[config.mk]
export PLATFORM = sky130hd
export DESIGN_NAME = fcc_flash_ctrl
export DESIGN_NICKNAME = d
export VERILOG_FILES = /design/src/fcc_pkg.sv /design/src/fcc_flash_ctrl.sv /design/src/fcc_wbuf.sv /design/src/fcc_pfetch.sv
export SDC_FILE = /design/constraint.sdc
export NUM_CORES = 2
export LEC_CHECK = 0
export ABC_AREA = 1
export BUFFER_PORTS_ARGS = -buffer_cell sky130_fd_sc_hd__buf_2
export CORE_MARGIN = 3
export CORE_UTILIZATION = 50
export DETAILED_ROUTE_END_ITERATION = 6
export GPL_ROUTABILITY_DRIVEN = 0
export PLACE_DENSITY = 0.67
export SETUP_SLACK_MARGIN = 0.02
export SLEW_MARGIN = 20
export SYNTH_ARGS = -nofsm -noshare
export SYNTH_HDL_FRONTEND = slang
export SYNTH_SLANG_ARGS = --single-unit
export TNS_END_PERCENT = 100
[constraint.sdc]
create_clock -name clk -period 10.09 [get_ports clk]
set_clock_uncertainty 0.05 [all_clocks]
set_input_delay 1.5135 -clock clk [delete_from_list [all_inputs] [get_ports clk]]
set_output_delay 1.5135 -clock clk [all_outputs]
set_load 0.02 [all_outputs]
[src/fcc_pkg.sv]
// Shared constants, field layout and types of the flash command controller
// Assumes a 250 MHz clock; times are in ns and turned into cycle counts here
package fcc_pkg;

  // Timing
  localparam int CLK_NS     = 4;
  localparam int PROG_NS    = 4000000;
  localparam int FULL_NS    = 10000000;
  localparam int PERASE_NS  = 2000000;
  localparam int LOCK_NS    = 1000;
  localparam int PROG_CYC   = (PROG_NS + CLK_NS - 1) / CLK_NS;
  localparam int FULL_CYC   = (FULL_NS + CLK_NS - 1) / CLK_NS;
  localparam int PERASE_CYC = (PERASE_NS + CLK_NS - 1) / CLK_NS;
  localparam int LOCK_CYC   = (LOCK_NS + CLK_NS - 1) / CLK_NS;

  // Array geometry
  localparam int WORD_AW     = 16;
  localparam int PAGE_W      = 10;
  localparam int IDX_W       = 6;
  localparam int WPP         = 64;
  localparam int REGIONS     = 16;
  localparam int REGION_LSB  = 6;

  // Memory map areas, selected by address bits 31:20
  localparam logic [11:0] AREA_LOW   = 12'h000;
  localparam logic [11:0] AREA_FLASH = 12'h001;
  localparam logic [11:0] AREA_SRAM  = 12'h002;

  // Register offsets
  localparam logic [7:0] REG_MODE  = 8'h00;
  localparam logic [7:0] REG_CMD   = 8'h04;
  localparam logic [7:0] REG_STAT  = 8'h08;
  localparam logic [7:0] REG_LOCK  = 8'h0C;
  localparam logic [7:0] REG_REMAP = 8'h10;

  // Field positions
  localparam int MODE_RDY_IE  = 0;
  localparam int MODE_ERR_IE  = 1;
  localparam int MODE_WS_LSB  = 8;
  localparam int CMD_CODE_LSB = 0;
  localparam int CMD_PAGE_LSB = 8;
  localparam int CMD_KEY_LSB  = 24;
  localparam int ST_READY     = 0;
  localparam int ST_LOCK_ERR  = 1;
  localparam int ST_KEY_ERR   = 2;

  // Reset values
  localparam logic [1:0] WS_RST = 2'h0;

  // Command codes and key (key value arbitrary)
  localparam logic [7:0] CMD_PROG       = 8'h01;
  localparam logic [7:0] CMD_LOCK_SET   = 8'h02;
  localparam logic [7:0] CMD_PAGE_ERASE = 8'h03;
  localparam logic [7:0] CMD_LOCK_CLR   = 8'h04;
  localparam logic [7:0] CMD_FULL_ERASE = 8'h08;
  localparam logic [7:0] KEY_DEF        = 8'h5A;

  typedef enum logic [2:0] {
    ST_IDLE  = 3'h1,
    ST_WRITE = 3'h2,
    ST_WAIT  = 3'h4
  } fcc_state_t;

  function automatic logic [3:0] fcc_region(input logic [PAGE_W-1:0] pg);
    return pg[PAGE_W-1:REGION_LSB];
  endfunction

endpackage

[src/fcc_flash_ctrl.sv]
// Flash command controller: boot remap decode, flash reads, write buffer,
// command sequencer with lock regions and status, Wishbone register slave.
// Assumes a flash array macro on the fa_ ports and an SRAM that acks itself.
// Contract
// - Before remap, SRAM answers only at its own base, not at zero.
// - After remap, SRAM answers at zero and at its own base.
// - Flash always at its base; aliased at zero until remap.
// - Flash pages read as a linear array of 32-bit words.
// - A page-sized write buffer is filled through a 32-bit path.
// - Master reads come from the array; writes go to the buffer.
// - Software register interface programs read wait states and more.
// - Executes full erase, page erase, page program, lock set, lock clear.
// - Readable completion status of last command and separate error flags.
// - Enabled interrupt on command completion or on error.
// - Page program erases the target page first by itself.
// - Dual 32-bit prefetch buffer serves 16-bit reads, anticipates next word.
// - Flash split into 16 equal lock regions of 64 pages each.
// - Erase or program aimed at a locked region is refused.
// - Lock set command protects a region; lock clear command unlocks it.
// - Read wait states range from zero to three.
// - Commands without the correct key are ignored.
// - Forbidden operations raise an error flag and the interrupt.
`timescale 1ns/1ns
module fcc_flash_ctrl #(
  parameter int         PROG_CYCLES   = fcc_pkg::PROG_CYC,
  parameter int         FULL_CYCLES   = fcc_pkg::FULL_CYC,
  parameter int         PERASE_CYCLES = fcc_pkg::PERASE_CYC,
  parameter int         LOCK_CYCLES   = fcc_pkg::LOCK_CYC,
  parameter logic [7:0] CMD_KEY       = fcc_pkg::KEY_DEF
) (
  // Clock and reset
  input  wire logic                        clk,
  input  wire logic                        sys_rst,
  // Register bus
  input  wire logic                        wb_cyc,
  input  wire logic                        wb_stb,
  input  wire logic                        wb_we,
  input  wire logic [7:0]                  wb_adr,
  input  wire logic [3:0]                  wb_sel,
  input  wire logic [31:0]                 wb_dat_w,
  output logic      [31:0]                 wb_dat_r,
  output logic                             wb_ack,
  // Memory bus
  input  wire logic                        mem_cyc,
  input  wire logic                        mem_stb,
  input  wire logic                        mem_we,
  input  wire logic [31:0]                 mem_adr,
  input  wire logic [3:0]                  mem_sel,
  input  wire logic [31:0]                 mem_dat_w,
  output logic      [31:0]                 mem_dat_r,
  output logic                             mem_ack,
  output logic                             sram_sel,
  // Flash array
  output logic      [fcc_pkg::WORD_AW-1:0] fa_addr,
  output logic                             fa_rd,
  input  wire logic [31:0]                 fa_rdata,
  output logic                             fa_wr,
  output logic      [31:0]                 fa_wdata,
  output logic      [fcc_pkg::PAGE_W-1:0]  fa_page,
  output logic                             fa_erase_page,
  output logic                             fa_erase_all,
  // Interrupt
  output logic                             irq
);
  import fcc_pkg::*;

  fcc_state_t          state_reg;
  logic [31:0]         timer_reg;
  logic [IDX_W-1:0]    idx_reg;
  logic [PAGE_W-1:0]   page_reg;
  logic [7:0]          op_reg;
  logic                erase_reg;
  logic                erase_all_reg;
  logic [REGIONS-1:0]  lock_reg;
  logic                remap_reg;
  logic                rdy_ie_reg;
  logic                err_ie_reg;
  logic [1:0]          ws_reg;
  logic                lock_err_reg;
  logic                key_err_reg;
  logic                irq_reg;
  logic                wb_ack_reg;
  logic [31:0]         wb_dat_r_reg;
  logic                wr_ack_reg;

  logic                idle;
  logic                done;
  logic                reg_acc;
  logic                cmd_wr;
  logic                stat_rd;
  logic [7:0]          cmd_code;
  logic [PAGE_W-1:0]   cmd_page;
  logic                key_ok;
  logic                code_ok;
  logic                locked;
  logic                cmd_go;
  logic                key_fail;
  logic                lock_fail;
  logic [11:0]         area;
  logic                low;
  logic                flash_hit;
  logic                mem_act;
  logic                pf_req;
  logic                buf_wr;
  logic                pf_ack;
  logic [31:0]         pf_data;
  logic                pf_rd;
  logic [WORD_AW-1:0]  pf_addr;
  logic [31:0]         buf_rdata;
  logic [31:0]         rd_mux;

  assign idle      = state_reg == ST_IDLE;
  assign done      = state_reg == ST_WAIT && timer_reg <= 32'h1;
  assign reg_acc   = wb_cyc && wb_stb && !wb_ack_reg;
  assign cmd_wr    = reg_acc && wb_we && wb_adr == REG_CMD;
  assign stat_rd   = reg_acc && !wb_we && wb_adr == REG_STAT;
  assign cmd_code  = wb_dat_w[CMD_CODE_LSB +: 8];
  assign cmd_page  = wb_dat_w[CMD_PAGE_LSB +: PAGE_W];
  assign key_ok    = wb_dat_w[CMD_KEY_LSB +: 8] == CMD_KEY;
  assign code_ok   = cmd_code inside {CMD_PROG, CMD_LOCK_SET, CMD_PAGE_ERASE,
                                      CMD_LOCK_CLR, CMD_FULL_ERASE};
  // Full erase touches every region, so any set lock bit blocks it
  assign locked    = (cmd_code == CMD_FULL_ERASE) ? |lock_reg :
                     (cmd_code == CMD_PROG || cmd_code == CMD_PAGE_ERASE) &&
                     lock_reg[fcc_region(cmd_page)];
  assign cmd_go    = cmd_wr && idle && key_ok && code_ok && !locked;
  assign key_fail  = cmd_wr && idle && !(key_ok && code_ok);
  assign lock_fail = cmd_wr && idle && key_ok && code_ok && locked;

  // Address decode for the boot alias
  assign area      = mem_adr[31:20];
  assign low       = area == AREA_LOW;
  assign flash_hit = area == AREA_FLASH || (low && !remap_reg);
  assign sram_sel  = mem_cyc && mem_stb &&
                     (area == AREA_SRAM || (low && remap_reg));
  assign mem_act   = mem_cyc && mem_stb && flash_hit;
  assign pf_req    = mem_act && !mem_we && idle;
  assign buf_wr    = mem_act && mem_we && idle && !wr_ack_reg;
  assign mem_ack   = pf_ack || wr_ack_reg;
  assign mem_dat_r = pf_data;

  // Array port sharing between sequencer and prefetch
  assign fa_wr         = state_reg == ST_WRITE && !erase_reg;
  assign fa_addr       = fa_wr ? {page_reg, idx_reg} : pf_addr;
  assign fa_rd         = pf_rd;
  assign fa_wdata      = buf_rdata;
  assign fa_page       = page_reg;
  assign fa_erase_page = erase_reg;
  assign fa_erase_all  = erase_all_reg;

  assign wb_ack   = wb_ack_reg;
  assign wb_dat_r = wb_dat_r_reg;
  assign irq      = irq_reg;

  fcc_pfetch #(
    .AW (WORD_AW)
  ) u_pfetch (
    .clk         (clk),
    .sys_rst     (sys_rst),
    .en          (idle),
    .inval       (done),
    .wait_states (ws_reg),
    .rd_req      (pf_req),
    .rd_addr     (mem_adr[WORD_AW+1:2]),
    .rd_ack      (pf_ack),
    .rd_data     (pf_data),
    .fa_rd       (pf_rd),
    .fa_addr     (pf_addr),
    .fa_rdata    (fa_rdata)
  );

  fcc_wbuf #(
    .WORDS (WPP),
    .IW    (IDX_W)
  ) u_wbuf (
    .clk     (clk),
    .wr_en   (buf_wr),
    .wr_idx  (mem_adr[IDX_W+1:2]),
    .wr_sel  (mem_sel),
    .wr_data (mem_dat_w),
    .rd_idx  (idx_reg),
    .rd_data (buf_rdata)
  );

  // Command sequencer
  always_ff @(posedge clk or posedge sys_rst) begin
    if (sys_rst) begin
      state_reg     <= ST_IDLE;
      timer_reg     <= 32'h0;
      idx_reg       <= '0;
      page_reg      <= '0;
      op_reg        <= 8'h0;
      erase_reg     <= 1'b0;
      erase_all_reg <= 1'b0;
    end else begin
      erase_reg     <= 1'b0;
      erase_all_reg <= 1'b0;
      unique case (state_reg)
        ST_IDLE: begin
          if (cmd_go) begin
            op_reg   <= cmd_code;
            page_reg <= cmd_page;
            idx_reg  <= '0;
            if (cmd_code == CMD_PROG) begin
              erase_reg <= 1'b1;
              state_reg <= ST_WRITE;
            end else if (cmd_code == CMD_PAGE_ERASE) begin
              erase_reg <= 1'b1;
              timer_reg <= 32'(PERASE_CYCLES);
              state_reg <= ST_WAIT;
            end else if (cmd_code == CMD_FULL_ERASE) begin
              erase_all_reg <= 1'b1;
              timer_reg     <= 32'(FULL_CYCLES);
              state_reg     <= ST_WAIT;
            end else begin
              timer_reg <= 32'(LOCK_CYCLES);
              state_reg <= ST_WAIT;
            end
          end
        end
        ST_WRITE: begin
          if (!erase_reg) begin
            idx_reg <= idx_reg + IDX_W'(1);
            if (idx_reg == IDX_W'(WPP - 1)) begin
              timer_reg <= 32'(PROG_CYCLES);
              state_reg <= ST_WAIT;
            end
          end
        end
        ST_WAIT: begin
          if (done) begin
            state_reg <= ST_IDLE;
          end else begin
            timer_reg <= timer_reg - 32'h1;
          end
        end
        default: state_reg <= ST_IDLE;
      endcase
    end
  end

  // Lock bits, updated when a lock command finishes
  always_ff @(posedge clk or posedge sys_rst) begin
    if (sys_rst) begin
      lock_reg <= '0;
    end else if (done && op_reg == CMD_LOCK_SET) begin
      lock_reg[fcc_region(page_reg)] <= 1'b1;
    end else if (done && op_reg == CMD_LOCK_CLR) begin
      lock_reg[fcc_region(page_reg)] <= 1'b0;
    end
  end

  // Mode and remap registers
  always_ff @(posedge clk or posedge sys_rst) begin
    if (sys_rst) begin
      rdy_ie_reg <= 1'b0;
      err_ie_reg <= 1'b0;
      ws_reg     <= WS_RST;
      remap_reg  <= 1'b0;
    end else if (reg_acc && wb_we) begin
      if (wb_adr == REG_MODE && wb_sel[0]) begin
        rdy_ie_reg <= wb_dat_w[MODE_RDY_IE];
        err_ie_reg <= wb_dat_w[MODE_ERR_IE];
      end
      if (wb_adr == REG_MODE && wb_sel[1]) begin
        ws_reg <= wb_dat_w[MODE_WS_LSB +: 2];
      end
      if (wb_adr == REG_REMAP && wb_sel[0] && wb_dat_w[0]) begin
        remap_reg <= 1'b1;
      end
    end
  end

  // Sticky error flags; a new error wins over the clear by status read
  always_ff @(posedge clk or posedge sys_rst) begin
    if (sys_rst) begin
      lock_err_reg <= 1'b0;
      key_err_reg  <= 1'b0;
    end else begin
      lock_err_reg <= lock_fail || (lock_err_reg && !stat_rd);
      key_err_reg  <= key_fail || (key_err_reg && !stat_rd);
    end
  end

  always_ff @(posedge clk or posedge sys_rst) begin
    if (sys_rst) begin
      irq_reg <= 1'b0;
    end else begin
      irq_reg <= (idle && rdy_ie_reg) ||
                 ((lock_err_reg || key_err_reg) && err_ie_reg);
    end
  end

  // Register read data
  always_comb begin
    rd_mux = 32'h0;
    unique case (wb_adr)
      REG_MODE: begin
        rd_mux[MODE_RDY_IE]        = rdy_ie_reg;
        rd_mux[MODE_ERR_IE]        = err_ie_reg;
        rd_mux[MODE_WS_LSB +: 2]   = ws_reg;
      end
      REG_STAT: begin
        rd_mux[ST_READY]    = idle;
        rd_mux[ST_LOCK_ERR] = lock_err_reg;
        rd_mux[ST_KEY_ERR]  = key_err_reg;
      end
      REG_LOCK:  rd_mux[REGIONS-1:0] = lock_reg;
      REG_REMAP: rd_mux[0]           = remap_reg;
      default:   rd_mux              = 32'h0;
    endcase
  end

  // Bus answers: one cycle after each request
  always_ff @(posedge clk or posedge sys_rst) begin
    if (sys_rst) begin
      wb_ack_reg   <= 1'b0;
      wb_dat_r_reg <= 32'h0;
      wr_ack_reg   <= 1'b0;
    end else begin
      wb_ack_reg <= reg_acc;
      wr_ack_reg <= buf_wr;
      if (reg_acc && !wb_we) begin
        wb_dat_r_reg <= rd_mux;
      end
    end
  end

  property p_sram_boot;
    @(posedge clk) disable iff (sys_rst)
    (mem_cyc && mem_stb && low && !remap_reg) |-> !sram_sel && flash_hit;
  endproperty
  a_sram_boot: assert property (p_sram_boot) else $error("SRAM decoded at zero");

  property p_sram_remap;
    @(posedge clk) disable iff (sys_rst)
    (mem_cyc && mem_stb && low && remap_reg) |-> sram_sel && !flash_hit;
  endproperty
  a_sram_remap: assert property (p_sram_remap) else $error("SRAM missing at zero");

  property p_flash_base;
    @(posedge clk) disable iff (sys_rst)
    (mem_cyc && mem_stb && area == AREA_FLASH) |-> flash_hit && !sram_sel;
  endproperty
  a_flash_base: assert property (p_flash_base) else $error("Flash base not decoded");

  property p_remap_hold;
    @(posedge clk) disable iff (sys_rst)
    remap_reg |=> remap_reg;
  endproperty
  a_remap_hold: assert property (p_remap_hold) else $error("Remap flag fell");

  property p_auto_erase;
    @(posedge clk) disable iff (sys_rst)
    (cmd_go && cmd_code == CMD_PROG) |=> fa_erase_page && !fa_wr ##1 fa_wr ##63 fa_wr
      ##1 !fa_wr && state_reg == ST_WAIT;
  endproperty
  a_auto_erase: assert property (p_auto_erase) else $error("Program sequence wrong");

  property p_lock_refuse;
    @(posedge clk) disable iff (sys_rst)
    lock_fail |=> lock_err_reg && idle && !fa_erase_page && !fa_erase_all;
  endproperty
  a_lock_refuse: assert property (p_lock_refuse) else $error("Locked target accepted");

  property p_key_refuse;
    @(posedge clk) disable iff (sys_rst)
    key_fail |=> key_err_reg && idle && $stable(lock_reg);
  endproperty
  a_key_refuse: assert property (p_key_refuse) else $error("Keyless command ran");

  property p_busy_hold;
    @(posedge clk) disable iff (sys_rst)
    (cmd_wr && state_reg == ST_WAIT && timer_reg > 32'h1) |=>
      state_reg == ST_WAIT && $stable(op_reg) && $stable(page_reg);
  endproperty
  a_busy_hold: assert property (p_busy_hold) else $error("Command taken while busy");

  property p_lock_set;
    @(posedge clk) disable iff (sys_rst)
    (done && op_reg == CMD_LOCK_SET) |=> lock_reg[fcc_region(page_reg)] && idle;
  endproperty
  a_lock_set: assert property (p_lock_set) else $error("Lock bit not set");

  property p_err_irq;
    @(posedge clk) disable iff (sys_rst)
    ((lock_fail || key_fail) && err_ie_reg) |=> ##1 irq;
  endproperty
  a_err_irq: assert property (p_err_irq) else $error("Error interrupt missing");

endmodule

[src/fcc_wbuf.sv]
// Page write buffer: byte-lane writes from masters, word reads by the sequencer
// Assumes writes and reads never need a defined initial content
`timescale 1ns/1ns
module fcc_wbuf #(
  parameter int WORDS = fcc_pkg::WPP,
  parameter int IW    = fcc_pkg::IDX_W
) (
  // Clock
  input  wire logic          clk,
  // Write side
  input  wire logic          wr_en,
  input  wire logic [IW-1:0] wr_idx,
  input  wire logic [3:0]    wr_sel,
  input  wire logic [31:0]   wr_data,
  // Read side
  input  wire logic [IW-1:0] rd_idx,
  output logic      [31:0]   rd_data
);
  import fcc_pkg::*;

  logic [31:0] mem [WORDS];

  genvar b;
  generate
    for (b = 0; b < 4; b++) begin : g_lane
      always_ff @(posedge clk) begin
        if (wr_en && wr_sel[b]) begin
          mem[wr_idx][8*b +: 8] <= wr_data[8*b +: 8];
        end
      end
    end
  endgenerate

  assign rd_data = mem[rd_idx];

endmodule

[src/fcc_pfetch.sv]
// Dual-word prefetch buffer in front of the flash array read port
// Assumes the array latches fa_addr on fa_rd and holds fa_rdata one cycle later
`timescale 1ns/1ns
module fcc_pfetch #(
  parameter int AW = fcc_pkg::WORD_AW
) (
  // Clock and reset
  input  wire logic          clk,
  input  wire logic          sys_rst,
  // Control
  input  wire logic          en,
  input  wire logic          inval,
  input  wire logic [1:0]    wait_states,
  // Read request
  input  wire logic          rd_req,
  input  wire logic [AW-1:0] rd_addr,
  output logic               rd_ack,
  output logic      [31:0]   rd_data,
  // Array read port
  output logic               fa_rd,
  output logic      [AW-1:0] fa_addr,
  input  wire logic [31:0]   fa_rdata
);
  import fcc_pkg::*;

  logic [AW-1:0] tag_reg [2];
  logic [31:0]   dat_reg [2];
  logic [1:0]    val_reg;
  logic          busy_reg;
  logic          demand_reg;
  logic [1:0]    cnt_reg;
  logic [AW-1:0] fetch_reg;
  logic [AW-1:0] last_reg;
  logic          nxt_reg;
  logic          ack_reg;
  logic [31:0]   data_reg;
  logic [AW-1:0] nxt_addr;
  logic          hit;
  logic          nxt_hit;
  logic          start_miss;
  logic          start_pf;

  // Slot chosen by word parity, so a word and its successor share the pair
  assign nxt_addr   = last_reg + AW'(1);
  assign hit        = val_reg[rd_addr[0]] && tag_reg[rd_addr[0]] == rd_addr;
  assign nxt_hit    = val_reg[nxt_addr[0]] && tag_reg[nxt_addr[0]] == nxt_addr;
  assign start_miss = en && !busy_reg && rd_req && !hit;
  assign start_pf   = en && !busy_reg && !rd_req && nxt_reg && !nxt_hit;
  assign fa_rd      = start_miss || start_pf;
  assign fa_addr    = busy_reg ? fetch_reg : (start_miss ? rd_addr : nxt_addr);
  assign rd_ack     = ack_reg;
  assign rd_data    = data_reg;

  // Fetch sequencing with programmable wait states
  always_ff @(posedge clk or posedge sys_rst) begin
    if (sys_rst) begin
      busy_reg   <= 1'b0;
      demand_reg <= 1'b0;
      cnt_reg    <= 2'h0;
      fetch_reg  <= '0;
      last_reg   <= '0;
      nxt_reg    <= 1'b0;
      val_reg    <= 2'h0;
      tag_reg[0] <= '0;
      tag_reg[1] <= '0;
      dat_reg[0] <= 32'h0;
      dat_reg[1] <= 32'h0;
    end else if (inval) begin
      busy_reg <= 1'b0;
      nxt_reg  <= 1'b0;
      val_reg  <= 2'h0;
    end else if (busy_reg) begin
      if (cnt_reg == 2'h0) begin
        busy_reg                <= 1'b0;
        val_reg[fetch_reg[0]]   <= 1'b1;
        tag_reg[fetch_reg[0]]   <= fetch_reg;
        dat_reg[fetch_reg[0]]   <= fa_rdata;
        last_reg                <= fetch_reg;
        nxt_reg                 <= demand_reg;
      end else begin
        cnt_reg <= cnt_reg - 2'h1;
      end
    end else if (fa_rd) begin
      busy_reg   <= 1'b1;
      demand_reg <= start_miss;
      cnt_reg    <= wait_states;
      fetch_reg  <= fa_addr;
    end else if (rd_req && hit && !ack_reg) begin
      last_reg <= rd_addr;
      nxt_reg  <= 1'b1;
    end
  end

  // Answer from the buffer, so both halves of a word hit without a new fetch
  always_ff @(posedge clk or posedge sys_rst) begin
    if (sys_rst) begin
      ack_reg  <= 1'b0;
      data_reg <= 32'h0;
    end else begin
      ack_reg <= rd_req && hit && !ack_reg && !inval;
      if (rd_req && hit && !ack_reg) begin
        data_reg <= dat_reg[rd_addr[0]];
      end
    end
  end

endmodule

# Yosys cells after proc, flatten, opt, wreduce, memory -nomap -nowiden
# Memories as Yosys holds them, arrays and structs flattened.
# Index checks and enable logic that the tools add are counted.
dict set report totals {
  register_bits 271
  ramBits 2048
  input_bits 152
  output_inout_bits 130
  elab_cells 282
  memories 1
}
dict set report classes {
  n_addsub 4
  magnitude_cmp 12
  eq_ne 31
  mux 90
  bitwise_logic 9
  reduce_logical 104
}
# memory words width rd rd_ports_with_merged_regs write_ports line
set memory_table {}
lappend memory_table {u_wbuf.mem 64 32 1 0 1 fcc_wbuf.sv:21} ;# logic [31:0] mem [WORDS];
# op count
set op_table {}
lappend op_table {{32-bit two-way mux} 9}
lappend op_table {{16-bit two-way mux} 16}
lappend op_table {{32-bit one-hot mux with 3 select lines} 1}
lappend op_table {{64-bit bitwise mux} 1}
lappend op_table {{1-bit logical AND} 54}
lappend op_table {{22-bit two-way mux} 2}
lappend op_table {{1-bit two-way mux} 34}
lappend op_table {{32-bit bitwise mux} 1}
lappend op_table {{32-bit demux with 1-bit select} 1}
lappend op_table {{16-bit equality test} 2}
lappend op_table {{32-bit by 1-bit less-or-equal comparator with 1-bit output, second input constant} 1}
lappend op_table {{32-bit by 1-bit subtractor with 32-bit output, second input constant} 1}
lappend op_table {{8-bit by 2-bit equality test with 1-bit output, second input constant} 3}
lappend op_table {{8-bit by 3-bit equality test with 1-bit output, second input constant} 3}
lappend op_table {{8-bit by 4-bit equality test with 1-bit output, second input constant} 3}
lappend op_table {{6-bit two-way mux} 3}
lappend op_table {{16-bit by 1-bit adder with 16-bit output, second input constant} 1}
lappend op_table {{16-bit AND} 1}
lappend op_table {{16-bit demux with 1-bit select} 1}
lappend op_table {{16-bit inverter} 1}
lappend op_table {{16-bit OR} 1}
lappend op_table {{16-bit OR reduction} 1}
lappend op_table {{1-bit logical NOT} 15}
lappend op_table {{3-bit two-way mux} 5}
lappend op_table {{46 further kinds} 89}

# Longest topological paths before layout
dict set report depth {
  word_depth 14
  depth_mapped 19
  mapped_depth_nobuf 18
}

# Modules after synthesis
# A second synthesis with hierarchy kept.
dict set report hier_totals {
  hier_cells 9029
  area_unflattened_um2 97969.0
}
# mod instances cells_per_inst area_each_um2 seq_area_each_um2
set modules_own_cells {}
lappend modules_own_cells {fcc_wbuf 1 7021 83161.0 61499.0}
lappend modules_own_cells {fcc_pfetch 1 1081 8460.6 4204.0}
lappend modules_own_cells {fcc_flash_ctrl 1 927 6347.3 2578.7}

# Worst setup path after synthesis
# OpenSTA, ideal clock, no wires.
dict set report synth_path {
  path_kind {input-to-output}
  start {input mem_adr[2]}
  end {output fa_addr[4] in the netlist's numbering}
  arrival_time_ns 3.085
  t_required_ns 8.527
  slack_ns 5.442
  stages 12
  n_path_buf 2
  path_cell_list {buf_2 > o21ai_0 > xnor2_1 > nand4_1 > nor2_1 > nand2_2 > nand2_4 > buf_4 > nor2_1 > o21ai_0 > nand2_1 > nand2_1}
}
dict set report synth_via {
  elab_chain_cells 11
  word_cells_on_any_way 13
  classes_between {1 x eq/ne; 8 x mux; 1 x bitwise; 3 x reduce/logical}
}
# element line
set synth_lines {}
lappend synth_lines {{from (decl)} fcc_flash_ctrl.sv:47} ;# input wire logic [31:0] mem_adr,
lappend synth_lines {{1-bit inverter with 2-bit output (not written as such)} fcc_pfetch.sv:45} ;# assign hit = val_reg[rd_addr[0]] && tag_reg[rd_addr[0]] == rd_addr;
lappend synth_lines {{16-bit two-way mux (not written as such) (3 in series)} fcc_pfetch.sv:45}
lappend synth_lines {{16-bit equality test} fcc_pfetch.sv:45}
lappend synth_lines {{1-bit logical AND (*)} fcc_pfetch.sv:45}
lappend synth_lines {{1-bit logical NOT (*)} fcc_pfetch.sv:47} ;# assign start_miss = en && !busy_reg && rd_req && !hit;
lappend synth_lines {{1-bit logical AND (*)} fcc_pfetch.sv:47}
lappend synth_lines {{16-bit two-way mux (*) (2 in series)} fcc_pfetch.sv:50} ;# assign fa_addr = busy_reg ? fetch_reg : (start_miss ? rd_addr : nxt_addr);
lappend synth_lines {{16-bit two-way mux (*)} fcc_flash_ctrl.sv:144} ;# assign fa_addr = fa_wr ? {page_reg, idx_reg} : pf_addr;
lappend synth_lines {{to (decl)} fcc_flash_ctrl.sv:54} ;# output logic [fcc_pkg::WORD_AW-1:0] fa_addr,
# Mark *: on every way between the ends. The rest lies on a longest branch, timed or not. The select of a mux whose other input is x is not followed.

# Worst setup path after layout
dict set report layout_path {
  start {register idx_reg[0]}
  end {output fa_wdata[23]}
}
dict set report layout_via {
  elab_chain_cells 1
}
# element line
set layout_lines {}
lappend layout_lines {{from (decl)} fcc_flash_ctrl.sv:69} ;# logic [IDX_W-1:0] idx_reg;
lappend layout_lines {{from (signal assigned)} fcc_flash_ctrl.sv:223} ;# idx_reg <= idx_reg + IDX_W'(1);
lappend layout_lines {{memory 64 x 32 bit} -}
lappend layout_lines {{to (decl)} fcc_flash_ctrl.sv:58} ;# output logic [31:0] fa_wdata,
# No other way between the ends.

==> results.json <==
{
  "grt-ovfl-total": 0,
  "synth_area_um2": 95270,
  "vdd_ir_drop_max_mv": 0.1674,
  "yosysTopAreaCell": "edfxtp_1",
  "pwr-share-seq_pct": 52.8,
  "viasPerCell": 6.090,
  "maxCapViolations": 0,
  "cts_tree": "built",
  "synth_top_cell_area_share_pct": 64.55,
  "syn-instance-count": 8104,
  "clkPwrFrac_pct": 38.8,
  "switching_share_pct": 24.34,
  "cp.arrival_ns": 5.66,
  "period_needed_ns": 7.227,
  "nNetsFinal": 8269,
  "initial_utilization_pct": 50.52,
  "place_hpwl_mm": 155.6,
  "pin_count": 282,
  "grt_pass1_wl_mm": 400.4,
  "clock_latency_ns": 0.85,
  "core_um2": 188600,
  "synthArstFlopShare_pct": 11.69,
  "power_leakage_nw": 36.26,
  "p_int_mw": 15.63,
  "fmax_mhz": 138.4,
  "critPathRequiredTime_ns": 8.53,
  "yosysWarnings": 0,
  "violations": "design-rule violations",
  "grt_pass1_vias": 61660,
  "cts_resized": 0,
  "die-area_um2": 195800,
  "cts_max_path_buffers": 3,
  "cts.sinks": 2319,
  "drt-initial-drc-count": 8774,
  "yosys.cell_count.top_type": "edfxtp_1",
  "tns_ns": 0,
  "wl_met1_mm": 105.7,
  "hold_viol_final": 0,
  "top_layer": "met5",
  "largest_register_ffs": 2048,
  "status": "finished with violations",
  "yosysSeqAreaShare_pct": 71.67,
  "relSlewSlack_pct": 12.27,
  "synth_common_cells": "edfxtp_1, nor2_1, o21ai_0",
  "die_y_um": 442.5,
  "grt_use_total_pct": 27.16,
  "vias": 65870,
  "yosysUniqueCellTypes": 55,
  "dr_wl_met2_mm": 125.6,
  "start_kind": "flop",
  "rows": 159,
  "die_w_um": 442.5,
  "critPathKind": "reg -> out",
  "routedWlPerCell_um": 25.26,
  "pwr_density_cell_nw_per_um2": 196.3,
  "final_layout_size_suffix_gt1_share_pct": 8.398,
  "hp-class": "reg -> reg",
  "crit_fanout": 143,
  "netSwitchingPower_mw": 5.028,
  "end_kind": "output port",
  "synth_seq_cells": 2319,
  "antenna_found_initial": 30,
  "period_share_pct": 71.62,
  "syn_to_final_growth_pct": 10.47,
  "ctsHoldBuffers": 0,
  "clk_pin_slew_ns": 0.06,
  "syn_avg_cell_area_um2": 11.76,
  "synth-edff-count": 2048,
  "share_comb_of_total_power_pct": 8.4,
  "setup_viol": 0,
  "cts_setup_buffers": 0,
  "whs_ns": 0.4139,
  "route.detailed.drc": 6,
  "r2r_cells": 9,
  "rsz0062_at_grt": "false",
  "met3_length_mm": 29.26,
  "drt-total-wl_mm": 273.2,
  "portBuffers": 253,
  "cts_buffers": 223,
  "maxSlewViolCount": 0,
  "ys.flop_type": "edfxtp_1",
  "grt_start_max_net_pins": 239,
  "ant_nets": 0,
  "min_path_cells": 2,
  "clock-root-buffer": "clkbuf_16",
  "yosys-top-cells-area": "edfxtp_1, o21ai_0, dfrtp_1",
  "worstMarginPinSlew_ns": 1.306,
  "htreeDepth": 4,
  "firstDrtPassIters": 7
}
## placed cells by master (no fill, tap or decap), types with 5 or more instances in the layout
cell        count
a21oi_1        19
buf_12         12
buf_2         244
buf_4          75
bufinv_16      11
clkbuf_1       52
clkbuf_16     227
clkinv_1       64
clkinv_16       5
clkinv_2       42
clkinvlp_4      5
conb_1         16
dfrtp_1       265
diode_2        20
edfxtp_1     2048
ha_1            5
inv_1         198
inv_2           7
mux2i_1        32
nand2_1       802
nand2_2        12
nand3_1       120
nand3_2         7
nand3b_1        6
nand4_1        65
nor2_1       1625
nor2_2          5
nor3_1         28
nor4_1          8
o211ai_1       85
o21ai_0      1489
o21ai_1        39
o221ai_1       92
o22ai_1       486
o32ai_1         7
or2_2          11
xnor2_1         9
xor2_1         21
## power groups by stage
| stage | sequential (mW) | clock, mW | combinational [mW] |
|---|---|---|---|
| after CTS | 10.9 | 8.09 | 1.73 |
| final | 10.9 | 8.02 | 1.74 |
| after global routing | 10.9 | 8.49 | 1.95 |
| after detailed placement | 11.1 | 0 | 1.72 |
| after global placement | 11.1 | 0 | 1.67 |
| after floorplan | 11.0 | 0 | 1.18 |
## stage by stage
step                      total power, mW  util, %  instance area (um2)  instances  setup slack (ns)
after floorplan                     12.21        -                95330       8119             1.061
after global placement              12.75    52.06                98170      10380             3.925
after detailed placement            12.81    52.06                98180      10380             3.829
after CTS                           20.71    55.76               105200      10800             2.908
after global routing                21.37    55.79               105200      10800             2.560
final                               20.66    55.80               105200      10820             2.863
## area by class of cell
type / count / area, um2
Antenna cell: 20 / 50.05
Clock buffer: 283 / 5931
Clock inverter: 130 / 1055
Fill cell: 15500 / 83350
Inverter: 213 / 834.6
Multi-Input combinational cell: 5024 / 23930
Sequential cell: 2319 / 68300
Tap cell: 2495 / 3122
Timing Repair Buffer: 331 / 2024
## routing by layer
layer  global-route usage (%)  up-vias
li1                         -    29370
met1                    36.69    32400
met2                    41.76     3506
met3                    6.925      573
met4                    12.09       18
met5                        0        -
## logic make-up (layout without fill, tap and decap cells)
family / after synthesis / count (layout) / synth area share [%]
muxes: 32 / 32 / 0.3362
other: 1 / 36 / 0.003936
buffers and inverters: 776 / 957 / 3.302
and+or+nand+nor: 2702 / 2702 / 11.24
DFF: 2319 / 2319 / 71.67
adders and majority gates: 5 / 5 / 0.06567
xor gates and xnor gates: 30 / 30 / 0.2758
AOI/OAI and AO/OA: 2239 / 2239 / 13.11
## critical path, cell delays in order (launching register included)
cell,delay (ns)
dfrtp_4,0.73
inv_8,0.65
buf_4,0.70
buf_4,0.88
o21ai_0,0.18
o22ai_1,0.15
o21ai_0,0.13
o21ai_0,0.29
nand2_1,0.22
o211ai_1,0.31
buf_2,0.26
## final timing paths
path                                                   end  slack [ns]         start
max in group asynchronous             u_pfetch.dat_reg[15]        7.76       sys_rst
worst max register to register                timer_reg[1]        5.81  state_reg[0]
worst min-delay path                             op_reg[5]        0.41     op_reg[5]
worst max-delay path                          fa_wdata[23]        2.86    idx_reg[0]
worst min register to register                   op_reg[5]        0.41     op_reg[5]
min in group asynchronous       asynchronous set/reset pin        0.75       sys_rst
No activity file was read; power rests on OpenSTA's default activity.
